==> src/rtl/refu_pkg.sv <==
// constants for the radio event flag unit
package refu_pkg;
  // register offsets
  localparam logic [5:0] ADDR_CTRL_ONE  = 6'h04;
  localparam logic [5:0] ADDR_ENABLE    = 6'h0e;
  localparam logic [5:0] ADDR_FLAGS     = 6'h0f;
  // control-one field positions
  localparam int BIT_STAMP_EN   = 6;
  localparam int BIT_BUF_EMPTY  = 4;
  localparam int BIT_SHOW_MASK  = 1;
  localparam int BIT_INVERT     = 0;
  // reset values
  localparam logic [7:0] CTRL_ONE_RESET = 8'h22;
  localparam logic [7:0] ENABLE_RESET   = 8'h00;
  localparam logic [7:0] FLAGS_RESET    = 8'h00;
  // event bit positions
  localparam int EV_SYNTH_LOCK   = 0;
  localparam int EV_SYNTH_UNLOCK = 1;
  localparam int EV_FRAME_START  = 2;
endpackage : refu_pkg

==> src/rtl/refu_event_flags.sv <==
// event enable, flag and request pin logic of the radio
`timescale 1ns/1ps
// Contract
// with show-masked set, every event is latched into flags regardless of enable.
// enable zero and show-masked zero: pin inactive, no flags recorded.
// enable zero and show-masked one: pin inactive, all events flagged.
// some enables, show-masked zero: enabled events on pin and in flags.
// show-masked zero never sets a flag whose enable bit is zero.
// show-masked resets to one so disabled events can be polled.
// request pin active high when invert zero (reset), low when one.
// invert never changes buffer-empty indication; that is always active high.
// invert setting leaves buffer-empty control behaviour untouched.
// eight-bit enable register at 0x0e, bit n enables event n.
// enable register clears on power-on, deep sleep exit and reset.
// flags at 0x0f read-only, reset zero, fixed event bit order.
// reading flags returns them, then clears all and releases the pin.
// host should read flags once after enabling to drop stale ones.
// stamp enable raises stamp pin on header receipt with frame start.
// stamp pin works even when frame start enable is zero.
// stamp pin stays high until the frame procedure ends.
// all enabled pending events are ORed onto the request pin.
// flags stay set after cause ends; only a flags read, deep sleep exit, reset or the opposite lock/unlock event clears.
// lock flag clears unlock flag and vice versa.
// event in the same cycle as a clearing read survives the read.
module refu_event_flags (
  // clock and reset
  input  wire logic       mclk,
  input  wire logic       rst_n,
  // deep-sleep exit, treated as a register clear
  input  wire logic       sleep_clear,
  // register port, one access per strobe
  input  wire logic       reg_wr,
  input  wire logic       reg_rd,
  input  wire logic [5:0] reg_addr,
  input  wire logic [7:0] reg_wdata,
  output logic      [7:0] reg_rdata,
  // event pulses from the radio core
  input  wire logic [7:0] event_pulse,
  // frame procedure active, ends stamp pulse
  input  wire logic       frame_busy,
  // buffer-empty indication while buffer-empty control is on
  input  wire logic       buffer_empty,
  // pins
  output logic            irq_pin,
  output logic            stamp_output_pin,
  // control bit visible to the rest of the radio
  output logic            buffer_empty_indicator_ctrl
);

  typedef struct packed {
    logic [7:0] ctrl_one;
    logic [7:0] enable;
    logic [7:0] flags;
    logic [7:0] rdata;
    logic       irq;
    logic       stamp;
    logic       bufctl;
  } refu_state_t;

  refu_state_t st;
  refu_state_t next_st;

  logic rd_flags;
  logic wr_ctrl;
  logic wr_enable;
  logic show_masked;
  logic [7:0] latch_ev;
  logic [7:0] flags_kept;
  logic       req_active;

  assign rd_flags    = reg_rd && (reg_addr == refu_pkg::ADDR_FLAGS);
  assign wr_ctrl     = reg_wr && (reg_addr == refu_pkg::ADDR_CTRL_ONE);
  assign wr_enable   = reg_wr && (reg_addr == refu_pkg::ADDR_ENABLE);
  assign show_masked = st.ctrl_one[refu_pkg::BIT_SHOW_MASK];

  always_comb begin
    next_st = st;
    // masked events flagged only in poll mode
    latch_ev = show_masked ? event_pulse
                           : (event_pulse & st.enable);
    // a read clears history, but same-cycle events survive
    flags_kept = rd_flags ? 8'h00 : st.flags;
    next_st.flags = flags_kept | latch_ev;
    // lock and unlock evict each other
    if (latch_ev[refu_pkg::EV_SYNTH_LOCK] &&
        !latch_ev[refu_pkg::EV_SYNTH_UNLOCK]) begin
      next_st.flags[refu_pkg::EV_SYNTH_UNLOCK] = 1'b0;
    end
    if (latch_ev[refu_pkg::EV_SYNTH_UNLOCK] &&
        !latch_ev[refu_pkg::EV_SYNTH_LOCK]) begin
      next_st.flags[refu_pkg::EV_SYNTH_LOCK] = 1'b0;
    end
    if (wr_ctrl) begin
      next_st.ctrl_one = reg_wdata;
    end
    if (wr_enable) begin
      next_st.enable = reg_wdata;
    end
    if (sleep_clear) begin
      next_st.ctrl_one = refu_pkg::CTRL_ONE_RESET;
      next_st.enable   = refu_pkg::ENABLE_RESET;
      next_st.flags    = refu_pkg::FLAGS_RESET;
    end
    // read data captured on the strobe, flags before clearing
    case (reg_addr)
      refu_pkg::ADDR_CTRL_ONE: next_st.rdata = st.ctrl_one;
      refu_pkg::ADDR_ENABLE:   next_st.rdata = st.enable;
      refu_pkg::ADDR_FLAGS:    next_st.rdata = st.flags;
      default:                 next_st.rdata = 8'h00;
    endcase
    if (!reg_rd) begin
      next_st.rdata = st.rdata;
    end
    // poll-only flags never reach the pin
    req_active = |(next_st.flags & next_st.enable);
    next_st.bufctl = next_st.ctrl_one[refu_pkg::BIT_BUF_EMPTY];
    if (next_st.bufctl) begin
      // buffer-empty is active high whatever the invert bit says
      next_st.irq = buffer_empty;
    end else begin
      next_st.irq = req_active ^
                    next_st.ctrl_one[refu_pkg::BIT_INVERT];
    end
    // stamp pin: set with frame start, held while frame busy
    if (st.ctrl_one[refu_pkg::BIT_STAMP_EN] &&
        event_pulse[refu_pkg::EV_FRAME_START]) begin
      next_st.stamp = 1'b1;
    end else if (!frame_busy) begin
      next_st.stamp = 1'b0;
    end
  end

  always_ff @(posedge mclk or negedge rst_n) begin
    if (!rst_n) begin
      st.ctrl_one <= refu_pkg::CTRL_ONE_RESET;
      st.enable   <= refu_pkg::ENABLE_RESET;
      st.flags    <= refu_pkg::FLAGS_RESET;
      st.rdata    <= 8'h00;
      st.irq      <= 1'b0;
      st.stamp    <= 1'b0;
      st.bufctl   <= 1'b0;
    end else begin
      st <= next_st;
    end
  end

  assign reg_rdata                   = st.rdata;
  assign irq_pin                     = st.irq;
  assign stamp_output_pin            = st.stamp;
  assign buffer_empty_indicator_ctrl = st.bufctl;

endmodule : refu_event_flags

==> config.mk <==
export PLATFORM = sky130hd
export DESIGN_NAME = refu_event_flags
export DESIGN_NICKNAME = d
export VERILOG_FILES = /design/src/rtl/refu_pkg.sv /design/src/rtl/refu_event_flags.sv
export SDC_FILE = /design/constraint.sdc
export NUM_CORES = 1
export LEC_CHECK = 0
export BUFFER_PORTS_ARGS = -buffer_cell sky130_fd_sc_hd__buf_2
export CAP_MARGIN = 30
export CORE_UTILIZATION = 57
export CTS_CLUSTER_SIZE = 14
export DETAILED_ROUTE_END_ITERATION = 10
export GPL_TIMING_DRIVEN = 0
export PLACE_DENSITY = 0.92
export SLEW_MARGIN = 25
export SYNTH_ARGS = -nofsm -noshare
export SYNTH_HDL_FRONTEND = slang
export SYNTH_SLANG_ARGS = --single-unit
==> constraint.sdc <==
create_clock -name mclk -period 4.3 [get_ports mclk]
set_input_delay 0.43 -clock mclk [delete_from_list [all_inputs] [get_ports mclk]]
set_output_delay 0.43 -clock mclk [all_outputs]
set_load 0.01 [all_outputs]
## Word level (Yosys, flattened, before mapping)

Cells that the tools add are included.

- Memory bits (read-only): 0
- Output and inout port bits: 11
- Memory bits (writable): 0
- Memories: 0
- Word-level logic and storage cells: 37
- Latch bits: 0
- Bits in registers: 35

- Mux-type cells: 11
- Shift-type cells: 0
- Reduce and logical (&&, ||, !) cells: 10
- Add/subtract/negate cells: 0
- Bitwise operators: 4
- $mul: 0
- Divide/modulo/power cells: 0
- Magnitude comparators: 0
- Equal/unequal tests: 4

Operator list:

| kind | count |
|---|---|
| 2-to-1 mux 8 bit | 4 |
| 2-to-1 mux 24 bit | 1 |
| one-hot mux 8 bit (3 select lines) | 1 |
| bitwise AND 8 bit | 2 |
| == test 6 x 4 -> 1 bit (second input constant) | 2 |
| OR 8 bit | 1 |
| OR reduction 8 bit | 1 |
| == test 6 x 3 -> 1 bit (second input constant) | 1 |
| logical AND 1 bit | 6 |
| 2-to-1 mux 1 bit | 5 |
| zero test 1 bit | 2 |
| != test 2 x 1 -> 1 bit (second input constant) | 1 |
| nonzero test 2 bit | 1 |
| bitwise XOR 1 bit | 1 |

## Longest topological paths before layout

Gate-level depths: netlist of run 1.

- Depth after elaboration: 10
- Mapped depth: 8

## Worst setup path before layout of run 1

Ideal clock, no wire load.

- Path kind: input -> register
- Start point: input reg_addr[5]
- End point: register st, in the netlist irq_pin
- Setup time: 135 ps
- Slack: 2221 ps
- Data arrival time: 1944 ps
- Cell stages on the path: 8
- Required time: 4165 ps
- Path buffers: 2
- Path through: or3b_1 > buf_6 > buf_8 > o211ai_2 > nand2_2 > a2111oi_4 > and4bb_1 > nor3_2

RTL lines:

| item | RTL line | text |
|---|---|---|
| from (decl) | refu_event_flags.sv:34 | `input wire logic [5:0] reg_addr,` |
| to (signal assigned) | refu_event_flags.sv:143 | `st <= next_st;` |
| to (decl) | refu_event_flags.sv:60 | `refu_state_t st;` |

==> Implementation_results.wiki, run 1 <==
{| class="wikitable"
! Metric !! Value
|-
| Status || finished clean
|-
| Max frequency || around 0.44 GHz
|-
| Crit path arrival time || 2510 ps
|-
| Time the final worst path needs with I/O delays and setup || about 2300 ps
|-
| MaxCap Viol Count || 0
|-
| Area of the core || a little over 3000 µm²
|-
| Vias in the first global route || approximately 1600
|-
| Critical path's largest stage delay || roughly 450 ps
|-
| Maximum clock insertion buffer count || 2
|-
| Clock-pin slew on the worst setup and hold paths || roughly 100 ps
|-
| Via density per instance || around 6.2
|-
| Global-route wire length before repair || around 7100 µm
|-
| Setup TNS after final layout || 0 ps
|-
| Number of hold-repair buffers added at the cts stage || 0
|-
| Sequential share of the synthesized area || 0.472
|-
| Maximum level of the CTS H-tree || 2
|-
| Worst-Margin Slew || between 700 and 800 ps
|-
| Yosys synthesis warning count || 0
|-
| Via count || around 1600
|-
| Commonest cells post-synth || 32 x dfrtp_1, 21 x o21ai_0, 17 x a21oi_1
|-
| Number of placed cells counting well taps || ~260
|-
| Setup Fix Bufs, Post-CTS || 0
|-
| Top post-synthesis cells by area || dfrtp_1 44%, o21ai_0 5.8%, mux2_2 5.0%
|-
| Die width || just under 60 µm
|-
| Clock tree from TritonCTS || built
|-
| Startpoint of the worst-slack reg-to-reg timing path || show_masked$_DFFE_PN1P_
|-
| NumNets Final || between 200 and 300
|-
| Cell taking the most area after synthesis || dfrtp_1
|-
| Total of flip-flops plus latches after synthesis || 34
|-
| Total I/O pin count || 40
|-
| Yosys cell types || 39
|-
| Sink Count || 34
|-
| Area growth syn-to-layout || 16.9%
|-
| Starting utilization of the core area || 0.598
|-
| Number of standard cells in the layout, taps in and fillers out || roughly 270
|-
| Worst setup path end || irq_pin$_DFF_PN0_
|-
| # port buffers || 38
|-
| Static leakage || approximately 0.99 nW
|-
| Number of antenna violations at the first check in global routing || 0
|-
| Reg-to-reg setup timing slack || about 2000 ps
|-
| Final worst-path cycle share || 0.532
|-
| Share of total power in combinational logic || 0.112
|-
| Largest fanout on the critical path || 10
|-
| Clock tree root driver cell || clkbuf_4
|-
| Synth top area share || 0.443
|-
| Synth Instances || roughly 180
|-
| Clock buffer count from CTS || 5
|-
| Worst slew margin relative to its limit || 0.502
|-
| Worst vdd ir || 0.184 mV
|-
| Total number of placement rows || 20
|-
| Power density of the placed cells || 275 nW/µm²
|-
| Average instance area after synthesis || between 10 and 15 µm²
|-
| Reg power frac || 0.567
|-
| Hold Path Class || in2async
|-
| Average wire length per cell after detail routing || approximately 17 µm
|-
| Die Y || roughly 60 µm
|-
| Ordered list of cells on the worst path || buf_2, o21ai_0, o211ai_1, a221oi_1, a2111oi_4, a2111oi_1, nor3_2
|-
| Number of failing hold endpoints at the final stage || 0
|-
| Wire length reported by the detailed router || about 4400 µm
|-
| RSZ-0062 raised after global routing || false
|-
| WS Path Type || reg2reg
|-
| Total internal power || around 0.43 mW
|-
| Sw frac || 0.260
|-
| Total grt overflow || 0
|-
| Worst setup path start || show_masked$_DFFE_PN1P_
|-
| Final Slew Violations || 0
|-
| Fraction of final layout cells sized beyond drive strength 1 || 0.338
|-
| Critical register-to-register path endpoint || irq_pin$_DFF_PN0_
|-
| Top-count cell post-synth || dfrtp_1
|-
| Die area || 3400 µm²
|-
| Worst endpoint required time || around 4500 ps
|-
| Number of instances resized during post-cts repair || 0
|-
| Primary flip-flop cell chosen by synthesis mapping || dfrtp_1
|-
| Launching element type of the critical path || flip-flop
|-
| DRC errors left || 0
|-
| Antenna cells || 0
|-
| Post-detailed-route count of antenna-violating nets || 0
|-
| Share of synthesized flip-flops with an asynchronous set or reset || 1.00
|-
| Global-route usage over all layers || 0.282
|-
| Kind of capture point of the worst setup path || flip-flop
|-
| Number of enable flip-flop cells after synthesis || 0
|-
| Total iterations of the first detailed-routing run || 4
|-
| Critical Path Slowest Stage Cell || a221oi_1
|-
| Post-synth design cell area || around 1800 µm²
|-
| Setup-violating endpoint count in the final report || 0
|-
| Total nets after synthesis || 205
|-
| Clock latency reported for the late side of the worst-skew pair || 340 ps
|-
| Switching Power || about 0.15 mW
|-
| Drt initial violations || 90
|-
| Worst-case reg-to-reg path depth || 7
|-
| Maximum number of pins on one net before global-route repair || 35
|-
| Clk pwr share || 0.321
|-
| RePlAce Congestion || 0.887
|-
| HPWL reported at the end of detailed placement || 3060 µm
|-
| Clock Skew || 6.15 ps
|}
-- per-stage QoR --
stage               power (mW)  hold WS, ps  worst slack, ps   util  cell area (µm²)
floorplan                0.367          134             2220      -             1810
global placement         0.397          481             1850  0.679             2050
detailed placement       0.399          484             1810  0.679             2050
CTS                      0.584          160             1990  0.698             2110
global route             0.605          190             1880  0.698             2110
finish                   0.581          145             2010  0.698             2110
-- cell families (layout without fill, tap and decap cells) --
logic type      after synthesis  in the layout  synth area share
buf+inv                      25             71            0.0809
compound gates               69             69             0.252
simple gates                 34             34             0.113
mux                          14             14            0.0830
flops                        34             34             0.472
-- registers in the layout (all words and copies together), names as in the netlist --
register          count
show_masked           1
reg_rdata             8
stamp_output_pin      1
st                   23
irq_pin               1
-- worst min path at each step --
stage / from / to / depth (start not counted)
floorplan: rst_n / irq_pin$_DFF_PN0_ / 0
global placement: stamp_output_pin$_DFFE_PN0P_ / stamp_output_pin$_DFFE_PN0P_ / 1
detailed placement: stamp_output_pin$_DFFE_PN0P_ / stamp_output_pin$_DFFE_PN0P_ / 1
CTS: rst_n / st[21]$_DFF_PN0_ / 1
global route: rst_n / reg_rdata[0]$_DFFE_PN0P_ / 1
finish: rst_n / reg_rdata[0]$_DFFE_PN0P_ / 1
-- cell type report --
type,count,area (µm²)
fill,242,913
sequential,34,853
multi-input combinational,117,810
timing repair buffer,38,190
buffer,17,116
clock buffer,7,55.1
tap,44,55.1
inverter,8,30.0
clock inverter,1,5.00
-- power groups by stage --
stage                     Combinational (mW)  Clock [mW]  Sequential, mW
after floorplan                       0.0322           0           0.334
final                                 0.0653       0.186           0.329
after global placement                0.0625           0           0.335
after global routing                  0.0706       0.205           0.330
after CTS                             0.0645       0.191           0.329
after detailed placement              0.0641           0           0.335
-- layout by cell type (no fill, tap or decap), types with 3 or more instances in the layout --
master    synthesis  layout
buf_2             3      41
dfrtp_1          32      32
o21ai_0          21      21
a21oi_1          17      17
nor2_1            9       9
nand3_1           9       9
inv_1             8       8
mux2_2            8       8
a22oi_1           8       8
o22ai_1           8       8
buf_4             8       8
mux2i_1           6       6
a221oi_1          6       6
clkbuf_1          4       5
clkbuf_4          0       5
nand2_1           3       3
-- metal layers --
layer,global-route usage,vias up,part of all wire
met2,0.443,104,0.47
met5,0,-,0
met3,0.0791,13,0.11
met1,0.375,773,0.40
met4,0.109,0,0.019
li1,-,749,-
-- worst max-delay path, delay by kind of cell (launching register included) --
kind	cells	cell delay, ps
flip-flops	1	370
AND/OR/NAND/NOR	1	90
buffers and inverters	1	180
AO/OA/AOI/OAI	5	1520
Power figures use the tool's default switching activity.
==> run 2, diff against run 1 <==
Settings changed: CORE_UTILIZATION 57 to 53, PLACE_DENSITY 0.92 to 0.87.
Clock period 4.3 ns to 2.23 ns, I/O delays scaled along.
==> run 2 against run 1 <==
Global-route usage decreased by 1.2 points. Utilization decreased by 1.5 points. Maximum frequency increased by 7.9%. Clock skew increased by 4.4 ps. Sequential cell count unchanged. Cell count increased by 0.38%. Total power increased by 100%. Critical path depth decreased by 1. Combinational power increased by 96%. Sequential power increased by 93%.
==> Implementation_results.wiki, run 2 (synthesis results as in run 1) <==
{| class="wikitable"
! Metric !! Value
|-
| Static leakage || ~1 nW
|-
| Final worst-path cycle share || 0.950
|-
| Crit path arrival time || between 2000 and 2500 ps
|-
| Power density of the placed cells || between 500 and 600 nW/µm²
|-
| Post-route worst setup slack || approximately 110 ps
|-
| Setup-violating endpoint count in the final report || 0
|-
| Average wire length per cell after detail routing || between 15 and 20 µm
|-
| Kind of capture point of the worst setup path || flip-flop
|-
| MaxCap Viol Count || 0
|-
| Time the final worst path needs with I/O delays and setup || 2120 ps
|-
| Overall power || about 1.2 mW
|-
| Post-detailed-route count of antenna-violating nets || 0
|-
| Maximum level of the CTS H-tree || 2
|-
| Fraction of final layout cells sized beyond drive strength 1 || 0.350
|-
| Drt initial violations || 165
|-
| Maximum number of pins on one net before global-route repair || 35
|-
| Area growth syn-to-layout || 19.2%
|-
| Clock tree root driver cell || clkbuf_4
|-
| Largest fanout on the critical path || 10
|-
| Wire length reported by the detailed router || roughly 4600 µm
|-
| Worst-Margin Slew || ~750 ps
|-
| Switching Power || between 0.2 and 0.3 mW
|-
| Clock Skew || between 10 and 15 ps
|-
| Vias in the first global route || 1498
|-
| Sw frac || 0.248
|-
| Worst slew margin relative to its limit || 0.500
|-
| Number of filler instances in the final layout || 270
|-
| Worst vdd ir || approximately 0.34 mV
|-
| Number of failing hold endpoints at the final stage || 0
|-
| Area of the core || between 3000 and 4000 µm²
|-
| Reg power frac || 0.535
|-
| Number of antenna violations at the first check in global routing || 0
|-
| Sink Count || 34
|-
| Total internal power || between 0.8 and 0.9 mW
|-
| Share of total power in combinational logic || 0.108
|-
| Post-Place Worst Slack || -59.9 ps
|-
| Die Y || ~60 µm
|-
| Global-route usage over all layers || 0.270
|-
| Max frequency || ~0.47 GHz
|-
| HPWL reported at the end of detailed placement || 3200 µm
|-
| Number of placed cells counting well taps || roughly 260
|-
| Die width || just over 60 µm
|-
| Clock-pin slew on the worst setup and hold paths || around 100 ps
|-
| WS Path Type || reg2reg
|-
| Hold Path Class || in2reg
|-
| RePlAce Congestion || 0.863
|-
| DRC errors left || 0
|-
| Total number of placement rows || 20
|-
| Total I/O pin count || 40
|-
| Worst endpoint required time || 2450 ps
|-
| Total iterations of the first detailed-routing run || 4
|-
| Via density per instance || just over 6
|-
| Via count || around 1600
|-
| Launching element type of the critical path || flip-flop
|-
| Die area || 3650 µm²
|-
| Leading cell types in the layout, fill and taps excluded || 41 x buf_2, 32 x dfrtp_1, 20 x o21ai_0, 17 x a21oi_1
|-
| Number of standard cells in the layout, taps in and fillers out || roughly 270
|-
| Antenna cells || 0
|-
| Status || finished clean
|-
| Clock tree from TritonCTS || built
|-
| Clk pwr share || 0.357
|-
| Global-route wire length before repair || between 7000 and 8000 µm
|-
| Worst hold slack || approximately 100 ps
|-
| Maximum clock insertion buffer count || 2
|-
| Final Slew Violations || 0
|-
| Largest register by flop count || st
|-
| Clock buffer count from CTS || 5
|-
| Starting utilization of the core area || 0.574
|-
| Commonest non-fill, non-tap cell in the layout || buf_2
|-
| Setup Fix Bufs, Post-CTS || 0
|-
| Total grt overflow || 0
|-
| Max reg flops || 23
|-
| Clock latency reported for the late side of the worst-skew pair || between 300 and 400 ps
|-
| RSZ-0062 raised after global routing || false
|-
| NumNets Final || ~250
|-
| # port buffers || 38
|}
[run 2: routing by layer]
| metal | vias to the layer above | share of wire | track usage |
|---|---|---|---|
| li1 | 752 | - | - |
| met1 | 772 | 0.41 | 0.367 |
| met2 | 88 | 0.49 | 0.430 |
| met3 | 13 | 0.078 | 0.0490 |
| met4 | 0 | 0.020 | 0.110 |
| met5 | - | 0 | 0 |
[run 2: worst paths after layout]
kind,startpoint,slack [ps],to,cells after the start
max,show_masked$_DFFE_PN1P_,110,irq_pin$_DFF_PN0_,6
min,frame_busy,100,stamp_output_pin$_DFFE_PN0P_,2
max reg2reg,show_masked$_DFFE_PN1P_,110,irq_pin$_DFF_PN0_,6
min reg2reg,stamp_output_pin$_DFFE_PN0P_,510,stamp_output_pin$_DFFE_PN0P_,1
max in group asynchronous,rst_n,1270,reg_rdata[0]$_DFFE_PN0P_,2
min in group asynchronous,rst_n,470,st[24]$_DFF_PN0_,2
[run 2: timing repair]
action	CTS	global route
hold buffers	1	0
endpoints found under the hold margin	32	0
resized for setup	1	2
endpoints found under the setup margin	1	1
[run 2: area by class of cell]
cell class	instances	area, µm²	area share
buffer	17	116	0.0540
inverter	8	30.0	0.0139
tap	44	55.1	0.0255
timing repair buffer	39	200	0.0929
multi-input combinational	117	822	0.381
clock buffer	8	78.8	0.0366
sequential	34	853	0.396
[run 2: metrics by stage]
| step | util | area (µm²) | TNS, ps |
|---|---|---|---|
| after floorplan | - | 1810 | 0 |
| after global placement | 0.652 | 2050 | 0 |
| after detailed placement | 0.652 | 2050 | -59.9 |
| after CTS | 0.680 | 2140 | 0 |
| after global routing | 0.684 | 2160 | 0 |
| final | 0.684 | 2160 | 0 |
[run 2: critical path, stage by stage, from the launching register on]
cell and delay (ps):
dfstp_2 530, buf_2 220, o21ai_0 140, a221oi_1 470
a2111oi_4 110, a2111oi_1 440, nor3_2 80
[run 2: power by group through the flow]
stage / Sequential (mW) / Clock (mW) / Combinational (mW)
finish: 0.635 / 0.424 / 0.128
global route: 0.636 / 0.455 / 0.140
CTS: 0.634 / 0.431 / 0.125
detailed placement: 0.646 / 0 / 0.124
global placement: 0.646 / 0 / 0.121
floorplan: 0.645 / 0 / 0.0622
==> run 3, diff against run 2 <==
Settings changed: RECOVER_POWER from default to 50.
==> run 3 against run 2 <==
Via count shrank 0.43%. Maximum frequency shrank 0.39%. Cell count is the same. Routed wire length grew 0.46%. Critical path depth is the same. First-iteration DRC count shrank 3.6%. Sequential power is essentially flat. Clock skew grew 2.6 ps. Critical path type unchanged. Highest routed layer unchanged.
==> Implementation_results.wiki, run 3 (synthesis results as in run 1) <==
{| class="wikitable"
! Metric !! Value
|-
| DRC errors left || 0
|-
| Total iterations of the first detailed-routing run || 4
|-
| RePlAce Congestion || 0.863
|-
| Area taken by multi-input logic gates || between 800 and 900 µm²
|-
| NumNets Final || approximately 250
|-
| Combined flip-flop and latch cell area || about 850 µm²
|-
| Worst vdd ir || approximately 0.33 mV
|-
| Clock Skew || 13.2 ps
|-
| Power density of the placed cells || roughly 550 nW/µm²
|-
| Global-route wire length before repair || roughly 7000 µm
|-
| Final Slew Violations || 0
|-
| WS Path Type || reg2reg
|-
| Area growth syn-to-layout || 18.6%
|-
| Post-Place Worst Slack || -59.9 ps
|-
| MaxCap Viol Count || 0
|-
| Max frequency || 0.470 GHz
|-
| Global-route usage over all layers || 0.270
|-
| Launching element type of the critical path || flip-flop
|-
| Hold Path Class || in2reg
|-
| Largest fanout on the critical path || 10
|-
| Clk pwr share || 0.358
|-
| Min-delay src || frame_busy
|-
| Die Y || between 60 and 70 µm
|-
| Sw frac || 0.250
|-
| Share of total power in combinational logic || 0.107
|-
| Worst-Margin Slew || 838 ps
|-
| Die width || between 60 and 70 µm
|-
| Maximum level of the CTS H-tree || 2
|-
| Worst slew margin relative to its limit || 0.441
|-
| Setup Fix Bufs, Post-CTS || 0
|-
| Area of the core || ~3200 µm²
|-
| Worst endpoint required time || 2450 ps
|-
| Vias in the first global route || between 1000 and 1500
|-
| Maximum number of pins on one net before global-route repair || 35
|-
| Drt initial violations || roughly 160
|-
| Number of filler instances in the final layout || between 200 and 300
|-
| Total grt overflow || 0
|-
| Post-route worst setup slack || between 100 and 150 ps
|-
| Leading cell types in the layout, fill and taps excluded || 38 x buf_2, 32 x dfrtp_1, 20 x o21ai_0, 17 x a21oi_1
|-
| Final worst-path cycle share || 0.954
|-
| Number of placed cells counting well taps || around 260
|-
| Clock latency reported for the late side of the worst-skew pair || about 350 ps
|-
| Number of antenna violations at the first check in global routing || 0
|-
| Largest register by flop count || st
|-
| Number of standard cells in the layout, taps in and fillers out || between 200 and 300
|-
| Max reg flops || 23
|-
| Total number of placement rows || 20
|-
| Clock tree from TritonCTS || built
|-
| Sink Count || 34
|-
| Via density per instance || 6.06
|-
| Commonest non-fill, non-tap cell in the layout || buf_2
|-
| Die area || around 3700 µm²
|-
| Worst setup path start || show_masked$_DFFE_PN1P_
|-
| Clock-pin slew on the worst setup and hold paths || roughly 100 ps
|-
| Antenna cells || 0
|-
| RSZ-0062 raised after global routing || false
|-
| Status || finished clean
|-
| Startpoint of the worst-slack reg-to-reg timing path || show_masked$_DFFE_PN1P_
|-
| HPWL reported at the end of detailed placement || approximately 3200 µm
|-
| Via count || 1618
|-
| Switching Power || between 0.2 and 0.3 mW
|-
| Reg power frac || 0.535
|-
| Average wire length per cell after detail routing || around 17 µm
|-
| Fraction of final layout cells sized beyond drive strength 1 || 0.336
|-
| Setup TNS after final layout || 0 ps
|-
| Overall power || ~1.2 mW
|-
| Number of failing hold endpoints at the final stage || 0
|-
| Wire length reported by the detailed router || ~4600 µm
|-
| Static leakage || a little under 1 nW
|-
| Post-detailed-route count of antenna-violating nets || 0
|-
| Starting utilization of the core area || 0.574
|-
| Clock tree root driver cell || clkbuf_4
|-
| Maximum clock insertion buffer count || 2
|-
| Total I/O pin count || 40
|-
| Total internal power || about 0.9 mW
|-
| Crit path arrival time || between 2000 and 2500 ps
|-
| Time the final worst path needs with I/O delays and setup || about 2100 ps
|-
| Setup-violating endpoint count in the final report || 0
|-
| Clock buffer count from CTS || 5
|-
| Final core area utilization || 0.681
|-
| # port buffers || 38
|-
| Kind of capture point of the worst setup path || flip-flop
|}
[run 3: per-layer routing]
layer / up-vias / routed length [µm] / GRT usage
li1: 751 / - / -
met1: 778 / 1920 / 0.367
met2: 80 / 2210 / 0.430
met5: - / 0 / 0
met3: 9 / 364 / 0.0490
met4: 0 / 83 / 0.110
[run 3: through the flow]
step / hold slack, ps / area [µm²]
2_1_floorplan: -72.6 / 1810
3_3_place_gp: 324 / 2050
3_5_place_dp: 333 / 2050
4_1_cts: 95.3 / 2140
5_1_grt: 93.1 / 2150
6_report: 100 / 2150
[run 3: power groups by stage]
stage,logic [mW],clock network [mW],registers [mW]
finish,0.127,0.426,0.635
global route,0.139,0.455,0.636
CTS,0.125,0.431,0.634
detailed placement,0.124,0,0.646
global placement,0.121,0,0.646
floorplan,0.0622,0,0.645
[run 3: final cells by class]
class / instances / share of cell area
Sequential cell: 34 / 0.398
Multi-Input combinational cell: 117 / 0.383
Timing Repair Buffer: 39 / 0.0921
Buffer: 17 / 0.0507
Clock buffer: 8 / 0.0367
Tap cell: 44 / 0.0257
Inverter: 8 / 0.0140
[run 3: repair_timing]
action | CTS | global route
resized for setup | 1 | 2
endpoints found under the hold margin | 32 | 0
hold buffers | 1 | 0
pin swaps | 0 | 0
setup endpoints to repair | 1 | 1
[run 3: worst max-delay path, cell delays in order, from the launching register on]
cell and delay [ps]:
dfstp_2 530, buf_2 220, o21ai_0 140, a221oi_1 480, a2111oi_4 110, a2111oi_1 440, nor3_2 80
[run 3: worst paths after layout]
kind / end / slack [ps] / depth (start not counted)
setup / recovery: irq_pin$_DFF_PN0_ / 100 / 6
hold / removal: stamp_output_pin$_DFFE_PN0P_ / 100 / 2
setup reg to reg: irq_pin$_DFF_PN0_ / 100 / 6
hold reg to reg: stamp_output_pin$_DFFE_PN0P_ / 510 / 1
max in group asynchronous: reg_rdata[0]$_DFFE_PN0P_ / 1200 / 2
min in group asynchronous: st[26]$_DFF_PN0_ / 500 / 2
